### src/logic/uart_irq_pkg.sv
package uart_irq_pkg;

  // bus shape
  localparam int ADDR_W = 12;
  localparam int DATA_W = 32;
  localparam int NUM_SRC = 7;

  // register offsets (byte addresses)
  localparam logic [11:0] OFS_MASK    = 12'h038;
  localparam logic [11:0] OFS_RAW     = 12'h03C;
  localparam logic [11:0] OFS_MIS     = 12'h040;
  localparam logic [11:0] OFS_CLR     = 12'h044;
  localparam logic [11:0] OFS_ID_LOW  = 12'hFD0;
  localparam logic [11:0] OFS_ID_MID  = 12'hFD4;
  localparam logic [11:0] OFS_ID_HIGH = 12'hFD8;

  // source bit positions, shared by status and clear views
  localparam int BIT_RX_LEVEL   = 4;
  localparam int BIT_TX_LEVEL   = 5;
  localparam int BIT_RX_TIMEOUT = 6;
  localparam int BIT_FRAMING    = 7;
  localparam int BIT_PARITY     = 8;
  localparam int BIT_BREAK      = 9;
  localparam int BIT_OVERRUN    = 10;
  localparam int SRC_LSB        = BIT_RX_LEVEL;
  localparam int SRC_MSB        = BIT_OVERRUN;

  // identification field
  localparam int ID_MSB = 7;

  // reset values
  localparam logic [6:0]  RST_FLAGS = 7'h00;
  localparam logic [31:0] RST_RDATA = 32'h00000000;

  // identification defaults; values are arbitrary
  localparam logic [7:0] ID_LOW_DFLT  = 8'hA5;
  localparam logic [7:0] ID_MID_DFLT  = 8'h5A;
  localparam logic [7:0] ID_HIGH_DFLT = 8'h3C;

  // read source selection
  typedef enum logic [2:0] {
    SEL_NONE,
    SEL_MASK,
    SEL_RAW,
    SEL_MIS,
    SEL_CLR,
    SEL_ID_LOW,
    SEL_ID_MID,
    SEL_ID_HIGH
  } reg_sel_t;

endpackage

### src/logic/irq_flag_cell.sv
`timescale 1ns/100ps
// one sticky interrupt flag; a set in the clear cycle wins
module irq_flag_cell (
  // clock and reset
  input  wire logic clk_sys,
  input  wire logic resetn,
  // control
  input  wire logic set_pulse,
  input  wire logic clr_pulse,
  // state
  output logic      flag
);

  // set beats clear so an event is never lost
  always_ff @(posedge clk_sys) begin
    if (!resetn) begin
      flag <= 1'b0;
    end else if (set_pulse) begin
      flag <= 1'b1;
    end else if (clr_pulse) begin
      flag <= 1'b0;
    end
  end
endmodule

### src/logic/uart_irq_status_clear_id.sv
// Our own choice: the address-and-strobe port.
`timescale 1ns/100ps
// interrupt status, clear and identification registers
module uart_irq_status_clear_id
  import uart_irq_pkg::*;
#(
  parameter logic [7:0] IDENT_LOW  = ID_LOW_DFLT,
  parameter logic [7:0] IDENT_MID  = ID_MID_DFLT,
  parameter logic [7:0] IDENT_HIGH = ID_HIGH_DFLT
) (
  // clock and reset
  input  wire logic              clk_sys,
  input  wire logic              resetn,
  // register port
  input  wire logic [ADDR_W-1:0] reg_addr,
  input  wire logic [DATA_W-1:0] reg_wdata,
  input  wire logic              reg_wr,
  input  wire logic              reg_rd,
  output logic      [DATA_W-1:0] reg_rdata,
  // serial logic side
  input  wire logic [NUM_SRC-1:0] src_event,
  input  wire logic [NUM_SRC-1:0] interrupt_mask,
  output logic      [NUM_SRC-1:0] raw_flags,
  // to the system interrupt controller
  output logic                   irq_out
);

  // write decode
  logic                clr_write;
  logic [NUM_SRC-1:0]  clear_vec;

  // named clear strobes
  logic overrun_err_clr;
  logic break_err_clr;
  logic parity_err_clr;
  logic framing_err_clr;
  logic rx_timeout_clr;
  logic tx_level_clr;
  logic rx_level_clr;

  // masked view
  logic [NUM_SRC-1:0] masked_vec;
  logic overrun_err_masked;
  logic break_err_masked;
  logic parity_err_masked;
  logic framing_err_masked;
  logic rx_timeout_masked;
  logic tx_level_masked;
  logic rx_level_masked;

  // read path
  reg_sel_t            rd_sel;
  logic [DATA_W-1:0]   next_rdata;

  // only the clear register accepts writes; all others are read-only
  assign clr_write = reg_wr && (reg_addr == OFS_CLR);

  // each one bit in the clear word targets one source
  assign overrun_err_clr = clr_write && reg_wdata[BIT_OVERRUN];
  assign break_err_clr   = clr_write && reg_wdata[BIT_BREAK];
  assign parity_err_clr  = clr_write && reg_wdata[BIT_PARITY];
  assign framing_err_clr = clr_write && reg_wdata[BIT_FRAMING];
  assign rx_timeout_clr  = clr_write && reg_wdata[BIT_RX_TIMEOUT];
  assign tx_level_clr    = clr_write && reg_wdata[BIT_TX_LEVEL];
  assign rx_level_clr    = clr_write && reg_wdata[BIT_RX_LEVEL];

  // zero bits give no strobe, so untargeted flags hold
  assign clear_vec = {overrun_err_clr, break_err_clr, parity_err_clr,
                      framing_err_clr, rx_timeout_clr, tx_level_clr,
                      rx_level_clr};

  // one sticky flag per source
  genvar gi;
  generate
    for (gi = 0; gi < NUM_SRC; gi++) begin : g_flag
      irq_flag_cell u_cell (
        .clk_sys   (clk_sys),
        .resetn    (resetn),
        .set_pulse (src_event[gi]),
        .clr_pulse (clear_vec[gi]),
        .flag      (raw_flags[gi])
      );
    end
  endgenerate

  // masking gates the raw flags; the raw flag itself is kept
  assign masked_vec = raw_flags & interrupt_mask;

  // named masked bits
  assign rx_level_masked    = masked_vec[0];
  assign tx_level_masked    = masked_vec[1];
  assign rx_timeout_masked  = masked_vec[2];
  assign framing_err_masked = masked_vec[3];
  assign parity_err_masked  = masked_vec[4];
  assign break_err_masked   = masked_vec[5];
  assign overrun_err_masked = masked_vec[6];

  // interrupt line, combinational so it drops in the clear cycle's next edge
  assign irq_out = overrun_err_masked | break_err_masked |
                   parity_err_masked | framing_err_masked |
                   rx_timeout_masked | tx_level_masked |
                   rx_level_masked;

  // read address decode
  always_comb begin
    case (reg_addr)
      OFS_MASK:    rd_sel = SEL_MASK;
      OFS_RAW:     rd_sel = SEL_RAW;
      OFS_MIS:     rd_sel = SEL_MIS;
      OFS_CLR:     rd_sel = SEL_CLR;
      OFS_ID_LOW:  rd_sel = SEL_ID_LOW;
      OFS_ID_MID:  rd_sel = SEL_ID_MID;
      OFS_ID_HIGH: rd_sel = SEL_ID_HIGH;
      default:     rd_sel = SEL_NONE;
    endcase
  end

  // read data mux; reserved bits and unmapped addresses give zero
  always_comb begin
    next_rdata = RST_RDATA;
    case (rd_sel)
      SEL_MASK: begin
        next_rdata[SRC_MSB:SRC_LSB] = interrupt_mask;
      end
      SEL_RAW: begin
        next_rdata[SRC_MSB:SRC_LSB] = raw_flags;
      end
      SEL_MIS: begin
        next_rdata[SRC_MSB:SRC_LSB] = masked_vec;
      end
      SEL_CLR: begin
        next_rdata = RST_RDATA;
      end
      SEL_ID_LOW: begin
        next_rdata[ID_MSB:0] = IDENT_LOW;
      end
      SEL_ID_MID: begin
        next_rdata[ID_MSB:0] = IDENT_MID;
      end
      SEL_ID_HIGH: begin
        next_rdata[ID_MSB:0] = IDENT_HIGH;
      end
      default: begin
        next_rdata = RST_RDATA;
      end
    endcase
  end

  // read data stands for exactly the cycle after the strobe
  always_ff @(posedge clk_sys) begin
    if (!resetn) begin
      reg_rdata <= RST_RDATA;
    end else if (reg_rd) begin
      reg_rdata <= next_rdata;
    end else begin
      reg_rdata <= RST_RDATA;
    end
  end
endmodule

### config.mk
export PLATFORM = sky130hd
export DESIGN_NAME = uart_irq_status_clear_id
export DESIGN_NICKNAME = d
export VERILOG_FILES = /design/src/logic/uart_irq_pkg.sv /design/src/logic/irq_flag_cell.sv /design/src/logic/uart_irq_status_clear_id.sv
export SDC_FILE = /design/constraint.sdc
export NUM_CORES = 1
export LEC_CHECK = 0
export ABC_AREA = 1
export BUFFER_PORTS_ARGS = -buffer_cell sky130_fd_sc_hd__buf_2
export CAP_MARGIN = 15
export CORE_ASPECT_RATIO = 0.75
export CORE_MARGIN = 4
export CORE_UTILIZATION = 43
export CTS_BUF_LIST = sky130_fd_sc_hd__clkbuf_16
export DETAILED_ROUTE_END_ITERATION = 7
export PLACE_DENSITY_LB_ADDON = 0.25
export SLEW_MARGIN = 20
export SYNTH_ARGS = -nofsm -noshare
export SYNTH_HDL_FRONTEND = slang
export SYNTH_SLANG_ARGS = --single-unit
### constraint.sdc
create_clock -name clk_sys -period 1.4 [get_ports clk_sys]
set_input_delay 0 -clock clk_sys [delete_from_list [all_inputs] [get_ports clk_sys]]
set_output_delay 0 -clock clk_sys [all_outputs]
set_load 0.005 [all_outputs]
==> reports/qor.tcl, run 1 <==
set qor(setup_ws_ns) 0.119
set qor(yosys_most_used_dff) {sky130_fd_sc_hd__dfxtp_1}
set qor(period_share) 0.915
set qor(area_enclosed_by_the_die_boundary_sq_mm) 0.00404
set qor(antenna_violations_before_repair) 0
set qor(synth-compound-area-share) 0.113
set qor(post_synth_fa_ha_maj_area_fraction) 0
set qor(timing.critical_path.arrival_ns) 1.28
set qor(maxSlewViolCount) 0
set qor(p_switching_uw) 305
set qor(synthMuxAreaShare) 0
set qor(post_synth_and_or_nand_nor_area_fraction) 0.331
set qor(diodes_inserted) 0
set qor(cts_repair_resize_count) 0
set qor(wirelength_um) 2870
set qor(cts_tree) {yes}
set qor(final.setup_skew_ns) 0.00449
set qor(combinationalPowerShare) 0.147
set qor(cts.root.buffer_cell) {sky130_fd_sc_hd__clkbuf_16}
set qor(grt_pass1_wl_um) 4730
set qor(outcome) {finished with violations}
set qor(maxClockFrequency_mhz) 780
set qor(core-area_sq_mm) 0.00294
set qor(failed_checks) {negative hold slack}
set qor(cts_htree_levels) 1
set qor(netlist_instances) 199
set qor(rows) 17
set qor(critPathLaunchType) {flip-flop}
set qor(finalHoldViolCount) 1
set qor(share_clk_of_total_power) 0.434
set qor(grtUsageTotal) 0.145
set qor(ys_async_sr_fraction) 0
set qor(design.final.nets) 318
set qor(power.share.switching) 0.235
set qor(synth_top_area_share) 0.272
set qor(worst_hold_path_type) {primary input to flip-flop}
set qor(ys_warn_count) 0
set qor(netlist_area_before_placement_sq_mm) 0.00132
set qor(drt_iter0_drc) 55
set qor(setup_viol_count_final) 0
set qor(cts_num_sinks) 18
set qor(static-leakage-power_nw) 0.957
set qor(route.vias.total) 1248
set qor(globalRoute.totalOverflow) 0
set qor(post_layout_min_period_ns) 1.28
set qor(yosys.area.top_type) {sky130_fd_sc_hd__dfxtp_1}
set qor(path_max_fanout) 4
set qor(remaining_drc_errors) 0
set qor(synthXorXnorAreaFrac) 0
set qor(synth_edf_count) 0
set qor(timing.hold.ws_ns) -0.00174
set qor(final_core_utilization) 0.558
set qor(synth_seq_area_share) 0.272
set qor(setup_tns_ns) 0
set qor(synth_top_family_by_area) {simple AND/OR/NAND/NOR gates}
set qor(clk_pin_slew_worst_paths_ns) 0.05
set qor(synth_cell_types) 25
set qor(io_port_bufs) 55
set qor(placement.setup.worst_slack_ns) 0.195
set qor(avgRoutedWirePerCell_um) 9.78
set qor(area_of_the_multi_input_gates_sq_um) 666
set qor(place_congestion) 0.857
set qor(worst_skew_pair_latency_ns) 0.25
set qor(rsz0062_at_grt) {false}
set qor(tritoncts.num_buffers) 3
set qor(place.detailed.hpwl_um) 2390
set qor(initial_util) 0.451
set qor(floorplan.die.width_um) 72.0
set qor(avgSynthCellArea_sq_um) 6.65
set qor(grt_pass1_vias) 1117
set qor(cts_buffer_depth) 2
set qor(crit_path_end_kind) {output pin}
set qor(maxCapViolCount) 0
set qor(filler_cell_count) 313
set qor(antenna_left) 0
set qor(total_power_mw) 1.30
set qor(chipHeight_um) 56.0
set qor(netlist_top_cells_area) {sky130_fd_sc_hd__dfxtp_1 27%, sky130_fd_sc_hd__buf_4 16%, sky130_fd_sc_hd__inv_1 9.6%}
set qor(firstDrtPassIters) 4
set qor(viasPerCell) 4.26
set qor(flow.area_growth_from_synthesis_pct) 23.9
set qor(pwr-share-seq) 0.418
set qor(final-seq-area_sq_um) 360
set qor(floorplan.io_pins) 102
set qor(worstSetupPathType) {flip-flop to output pin}
set qor(post_route_cells_drive_above_1_share) 0.345
set qor(cellInternalPower_uw) 993
set qor(powerDensity_mw_per_mm2) 792
set qor(largest_vdd_supply_drop_mv) 0.453
set qor(req_time_crit_path_ns) 1.40
set qor(postSynthRegisterBits) 18
set qor(grt_start_max_net_pins) 11
per-stage QoR:
stage / hold WS, ns / cells / cell area [sq um]
floorplan: 0.124 / 219 / 1400
global placement: 0.243 / 284 / 1510
detailed placement: 0.248 / 284 / 1510
CTS: 0.00219 / 293 / 1640
global route: 0.0159 / 293 / 1640
finish: -0.00174 / 293 / 1640
flip-flops by register name, indices dropped and copies added (netlist names):
| register | flops |
|---|---|
| reg_rdata | 11 |
| g_flag.u_cell.flag | 7 |
synthesized netlist by cell type, types with 2 or more instances:
cell type                 instances
sky130_fd_sc_hd__nand4_1          3
sky130_fd_sc_hd__nor2_4           4
sky130_fd_sc_hd__inv_2            8
sky130_fd_sc_hd__a21oi_1         10
sky130_fd_sc_hd__buf_4           28
sky130_fd_sc_hd__o21ai_0          9
sky130_fd_sc_hd__dfxtp_1         18
sky130_fd_sc_hd__nor2_2           3
sky130_fd_sc_hd__nand3_2          6
sky130_fd_sc_hd__nand2_2          6
sky130_fd_sc_hd__nand2_1         33
sky130_fd_sc_hd__nor2_1          19
sky130_fd_sc_hd__nand3_1          6
sky130_fd_sc_hd__a31oi_1          2
sky130_fd_sc_hd__inv_1           34
placed cells by master, fill, tap and decap left out:
cell                            Yosys  routed
sky130_fd_sc_hd__buf_2              0      55
sky130_fd_sc_hd__inv_1             34      34
sky130_fd_sc_hd__nand2_1           33      33
sky130_fd_sc_hd__conb_1             1      21
sky130_fd_sc_hd__nor2_1            19      19
sky130_fd_sc_hd__dfxtp_1           18      18
sky130_fd_sc_hd__a21oi_1           10      10
sky130_fd_sc_hd__o21ai_0            9       9
sky130_fd_sc_hd__inv_2              8       8
sky130_fd_sc_hd__nand2_2            6       6
sky130_fd_sc_hd__nand3_2            6       6
sky130_fd_sc_hd__nand3_1            6       6
sky130_fd_sc_hd__dlygate4sd3_1      0       5
sky130_fd_sc_hd__nor2_4             4       4
sky130_fd_sc_hd__nand4_1            3       3
sky130_fd_sc_hd__nor2_2             3       3
sky130_fd_sc_hd__clkbuf_16          0       3
sky130_fd_sc_hd__clkinv_1           1       2
sky130_fd_sc_hd__a31oi_1            2       2
sky130_fd_sc_hd__a22o_1             1       1
sky130_fd_sc_hd__a221oi_1           1       1
sky130_fd_sc_hd__o21ai_2            1       1
sky130_fd_sc_hd__nor3_1             1       1
sky130_fd_sc_hd__nand3_4            1       1
sky130_fd_sc_hd__nor3_2             1       1
sky130_fd_sc_hd__o211ai_1           1       1
sky130_fd_sc_hd__a22oi_1            1       1
critical path, stage by stage, from the launching register on:
cell and delay (ns):
sky130_fd_sc_hd__dfxtp_1 0.33, sky130_fd_sc_hd__a22o_1 0.21, sky130_fd_sc_hd__a221oi_1 0.21, sky130_fd_sc_hd__nand4_1 0.13, sky130_fd_sc_hd__buf_2 0.15
layout make-up:
class	count	area share
clock inverters	1	0.00229
flip-flops and latches	18	0.220
multi-input cells	130	0.406
repair buffers	60	0.198
clock buffers	3	0.0458
well taps	38	0.0290
inverters	43	0.0985
worst paths after layout:
kind / start / slack, ns / endpoint / cells after the start
hold reg to reg: g_flag[3].u_cell.flag / 0.52 / g_flag[3].u_cell.flag / 2
setup reg to reg: g_flag[0].u_cell.flag / 0.51 / reg_rdata[4] / 8
hold / removal: src_event[5] / -0.002 / g_flag[5].u_cell.flag / 3
setup / recovery: g_flag[5].u_cell.flag / 0.12 / irq_out / 4
power by group through the flow:
| stage | clock network [mW] | registers [mW] | logic [mW] |
|---|---|---|---|
| final | 0.564 | 0.543 | 0.191 |
| after global routing | 0.602 | 0.544 | 0.220 |
| after CTS | 0.570 | 0.543 | 0.190 |
| after detailed placement | 0 | 0.553 | 0.178 |
| after global placement | 0 | 0.553 | 0.177 |
| after floorplan | 0 | 0.548 | 0.154 |
per-layer routing:
layer,vias to the layer above,routed length (um),track usage
met5,-,0,0
met3,2,285,0.0596
met4,0,6,0.0161
li1,675,-,-
met1,519,1320,0.194
met2,52,1260,0.223
cell families (layout without fill, tap and decap cells):
logic type             Yosys count  count (layout)
buffers and inverters           71             107
AND/OR/NAND/NOR                 83              83
flip-flops                      18              18
AO/OA/AOI/OAI                   26              26
other                            1              21
timing repair:
action | CTS | global route
hold endpoints to repair | 5 | 0
buffers inserted | 0 | 0
hold buffers | 5 | 0
Note: power is estimated with default switching activity, not from simulation.
==> run 2, diff against run 1 <==
--- a/config.mk
+++ b/config.mk
@@ -19,2 +19,3 @@
 export SYNTH_HDL_FRONTEND = slang
+export SYNTH_HIERARCHICAL = 1
 export SYNTH_SLANG_ARGS = --single-unit
==> constraint.sdc (replaced) <==
create_clock -name clk_sys -period 1.4 [get_ports clk_sys]
set_input_delay 0.07 -clock clk_sys [delete_from_list [all_inputs] [get_ports clk_sys]]
set_output_delay 0.07 -clock clk_sys [all_outputs]
set_load 0.005 [all_outputs]
==> reports/qor.tcl, run 2 <==
set qor(firstDrtPassIters) 4
set qor(floorplan.io_pins) 102
set qor(clk_pin_slew_worst_paths_ns) 0.05
set qor(ys_warn_count) 6
set qor(post_layout_min_period_ns) 1.22
set qor(grtUsageTotal) 0.148
set qor(hold_path_end) {g_flag[1].u_cell/flag}
set qor(setup_viol_count_final) 0
set qor(cts.repair_timing.setup_buffer_count) 0
set qor(req_time_crit_path_ns) 1.33
set qor(final_core_utilization) 0.564
set qor(period_share) 0.874
set qor(reg_top3) {reg_rdata: 11 flops, g_flag.u_cell/flag: 7 flops}
set qor(flow.area_growth_from_synthesis_pct) 23.9
set qor(viasPerCell) 4.29
set qor(design.final.nets) 326
set qor(worst_skew_pair_latency_ns) 0.25
set qor(place_congestion) 0.806
set qor(initial_util) 0.456
set qor(synth_edf_count) 0
set qor(number_of_instances_on_the_worst_hold_path) 3
set qor(largest_vdd_supply_drop_mv) 0.409
set qor(yosys.area.top_type) {sky130_fd_sc_hd__dfxtp_1}
set qor(netlist_area_before_placement_sq_mm) 0.00137
set qor(avgRoutedWirePerCell_um) 9.78
set qor(ctsHoldBuffers) 0
set qor(area_enclosed_by_the_die_boundary_sq_mm) 0.00415
set qor(timing.critical_path.arrival_ns) 1.15
set qor(drt_iter0_drc) 42
set qor(io_port_bufs) 55
set qor(tritoncts.num_buffers) 3
set qor(largest_reg_flops) 11
set qor(core-area_sq_mm) 0.00300
set qor(maxSlewViolCount) 0
set qor(static-leakage-power_nw) 1.01
set qor(timing.hold.ws_ns) 0.0599
set qor(cts_buffer_depth) 2
set qor(synth.most_common_cell) {sky130_fd_sc_hd__inv_1}
set qor(setup_tns_ns) 0
set qor(critPathLaunchType) {flip-flop}
set qor(filler_cell_count) 305
set qor(worstSetupPathType) {flip-flop to output pin}
set qor(r2r_setup_slack_ns) 0.52
set qor(route.vias.total) 1292
set qor(ys_async_sr_fraction) 0
set qor(timing.rr.start) {g_flag[5].u_cell/flag}
set qor(cts.root.buffer_cell) {sky130_fd_sc_hd__clkbuf_16}
set qor(cts_num_sinks) 18
set qor(diodes_inserted) 0
set qor(worst_path_most_repeated_cell) {sky130_fd_sc_hd__nand2_1}
set qor(yosys_most_used_dff) {sky130_fd_sc_hd__dfxtp_1}
set qor(grt_pass1_wl_um) 4930
set qor(cts_htree_levels) 1
set qor(final.setup_skew_ns) 0.00407
set qor(synth_seq_area_share) 0.264
set qor(crit_path_end_kind) {output pin}
set qor(netlist_top_cells_area) {sky130_fd_sc_hd__dfxtp_1 26%, sky130_fd_sc_hd__inv_1 12%, sky130_fd_sc_hd__buf_4 12%}
set qor(path_max_fanout) 4
set qor(maxClockFrequency_mhz) 817
set qor(grt_pass1_vias) 1198
set qor(antenna_violations_before_repair) 0
set qor(layout_common_cells) {55 x sky130_fd_sc_hd__buf_2, 44 x sky130_fd_sc_hd__inv_1, 39 x sky130_fd_sc_hd__nand2_1}
set qor(rows) 17
set qor(cts_tree) {yes}
set qor(wirelength_um) 2940
set qor(yosys-top-cells-count) {44 x sky130_fd_sc_hd__inv_1, 39 x sky130_fd_sc_hd__nand2_1, 21 x sky130_fd_sc_hd__buf_4}
set qor(globalRoute.totalOverflow) 0
set qor(chipHeight_um) 56.8
set qor(powerDensity_mw_per_mm2) 773
set qor(hold_path_startpoint) {src_event[1]}
set qor(floorplan.die.width_um) 73.1
set qor(finalHoldViolCount) 0
set qor(timing.critical_path.cells) {nand2_1, nand2_1, a221oi_1, nand2_1, buf_2}
set qor(cp_slowest_cell) {sky130_fd_sc_hd__dfxtp_1}
set qor(grt_start_max_net_pins) 11
set qor(antenna_left) 0
set qor(rsz0062_at_grt) {false}
set qor(synth_cell_types) 22
set qor(avgSynthCellArea_sq_um) 6.70
set qor(slowest_delay_ns) 0.35
set qor(synth_top_area_share) 0.264
set qor(post_route_cells_drive_above_1_share) 0.354
set qor(cts_repair_resize_count) 0
set qor(largest-register) {reg_rdata}
set qor(remaining_drc_errors) 0
set qor(worst_r2r_endpoint) {reg_rdata[9]}
set qor(postSynthRegisterBits) 18
set qor(final_common_cell) {sky130_fd_sc_hd__buf_2}
set qor(place.detailed.hpwl_um) 2560
set qor(worst_hold_path_type) {primary input to flip-flop}
set qor(outcome) {completed}
set qor(total_power_mw) 1.31
set qor(netlist_instances) 204
set qor(maxCapViolCount) 0
set qor(worst_r2r_path_depth) 4
-- run 2: changes by cell type after synthesis, sizes merged, moves of 2 or more --
cell	previous run	this run
nand3	13	19
a31oi	2	0
inv	42	51
buf	28	21
nand4	3	5
o21ai	10	3
nor3	2	0
nand2	39	45
-- run 2: routing by layer --
layer	GRT usage	wire length (um)	share of wire	up-vias
met1	0.190	1300	0.44	548
li1	-	-	-	690
met4	0.0237	11	0.0037	0
met5	0	0	0	-
met3	0.0447	264	0.090	2
met2	0.245	1360	0.46	52
-- run 2: metrics by stage --
step | instance area (sq um) | setup WS, ns | instances
floorplan | 1440 | 0.455 | 224
global placement | 1610 | 0.198 | 297
detailed placement | 1610 | 0.202 | 297
CTS | 1690 | 0.172 | 301
global route | 1690 | 0.0863 | 301
finish | 1690 | 0.177 | 301
-- run 2: how the worst max path moves through the flow --
stage	to	from
global placement	reg_rdata[6]	reg_addr[5]
CTS	irq_out	g_flag[5].u_cell/flag
detailed placement	reg_rdata[6]	reg_addr[5]
floorplan	g_flag[1].u_cell/flag	reg_addr[8]
global route	irq_out	g_flag[5].u_cell/flag
finish	irq_out	g_flag[5].u_cell/flag
-- run 2: cell families (layout without fill, tap and decap cells) --
logic type / Yosys count / count (layout) / share of synthesized area
flip-flops: 18 / 18 / 0.264
other: 1 / 21 / 0.00274
AO/OA/AOI/OAI: 17 / 17 / 0.0907
buffers and inverters: 72 / 111 / 0.255
AND/OR/NAND/NOR: 96 / 96 / 0.387
-- run 2: worst max-delay path, delay by kind of cell, from the launching register on --
family,cells,cell delay [ns]
flip-flops,1,0.35
buffers and inverters,1,0.13
AO/OA/AOI/OAI,1,0.20
AND/OR/NAND/NOR,3,0.22
-- run 2: area by class of cell --
class / instances / area (sq um) / area share
sequential: 18 / 360 / 0.213
clock inverter: 1 / 3.75 / 0.00222
timing repair buffer: 56 / 283 / 0.167
tap: 38 / 47.5 / 0.0281
clock buffer: 3 / 75.1 / 0.0443
inverter: 51 / 191 / 0.113
multi-input combinational: 134 / 732 / 0.432
-- run 2: power by group --
group / total (mW) / internal, mW / switching, mW / leakage, nW
Sequential: 0.546 / 0.528 / 0.0182 / 0.147
Clock: 0.565 / 0.379 / 0.186 / 0.0385
Combinational: 0.198 / 0.0828 / 0.115 / 0.826
Total: 1.31 / 0.990 / 0.318 / 1.01
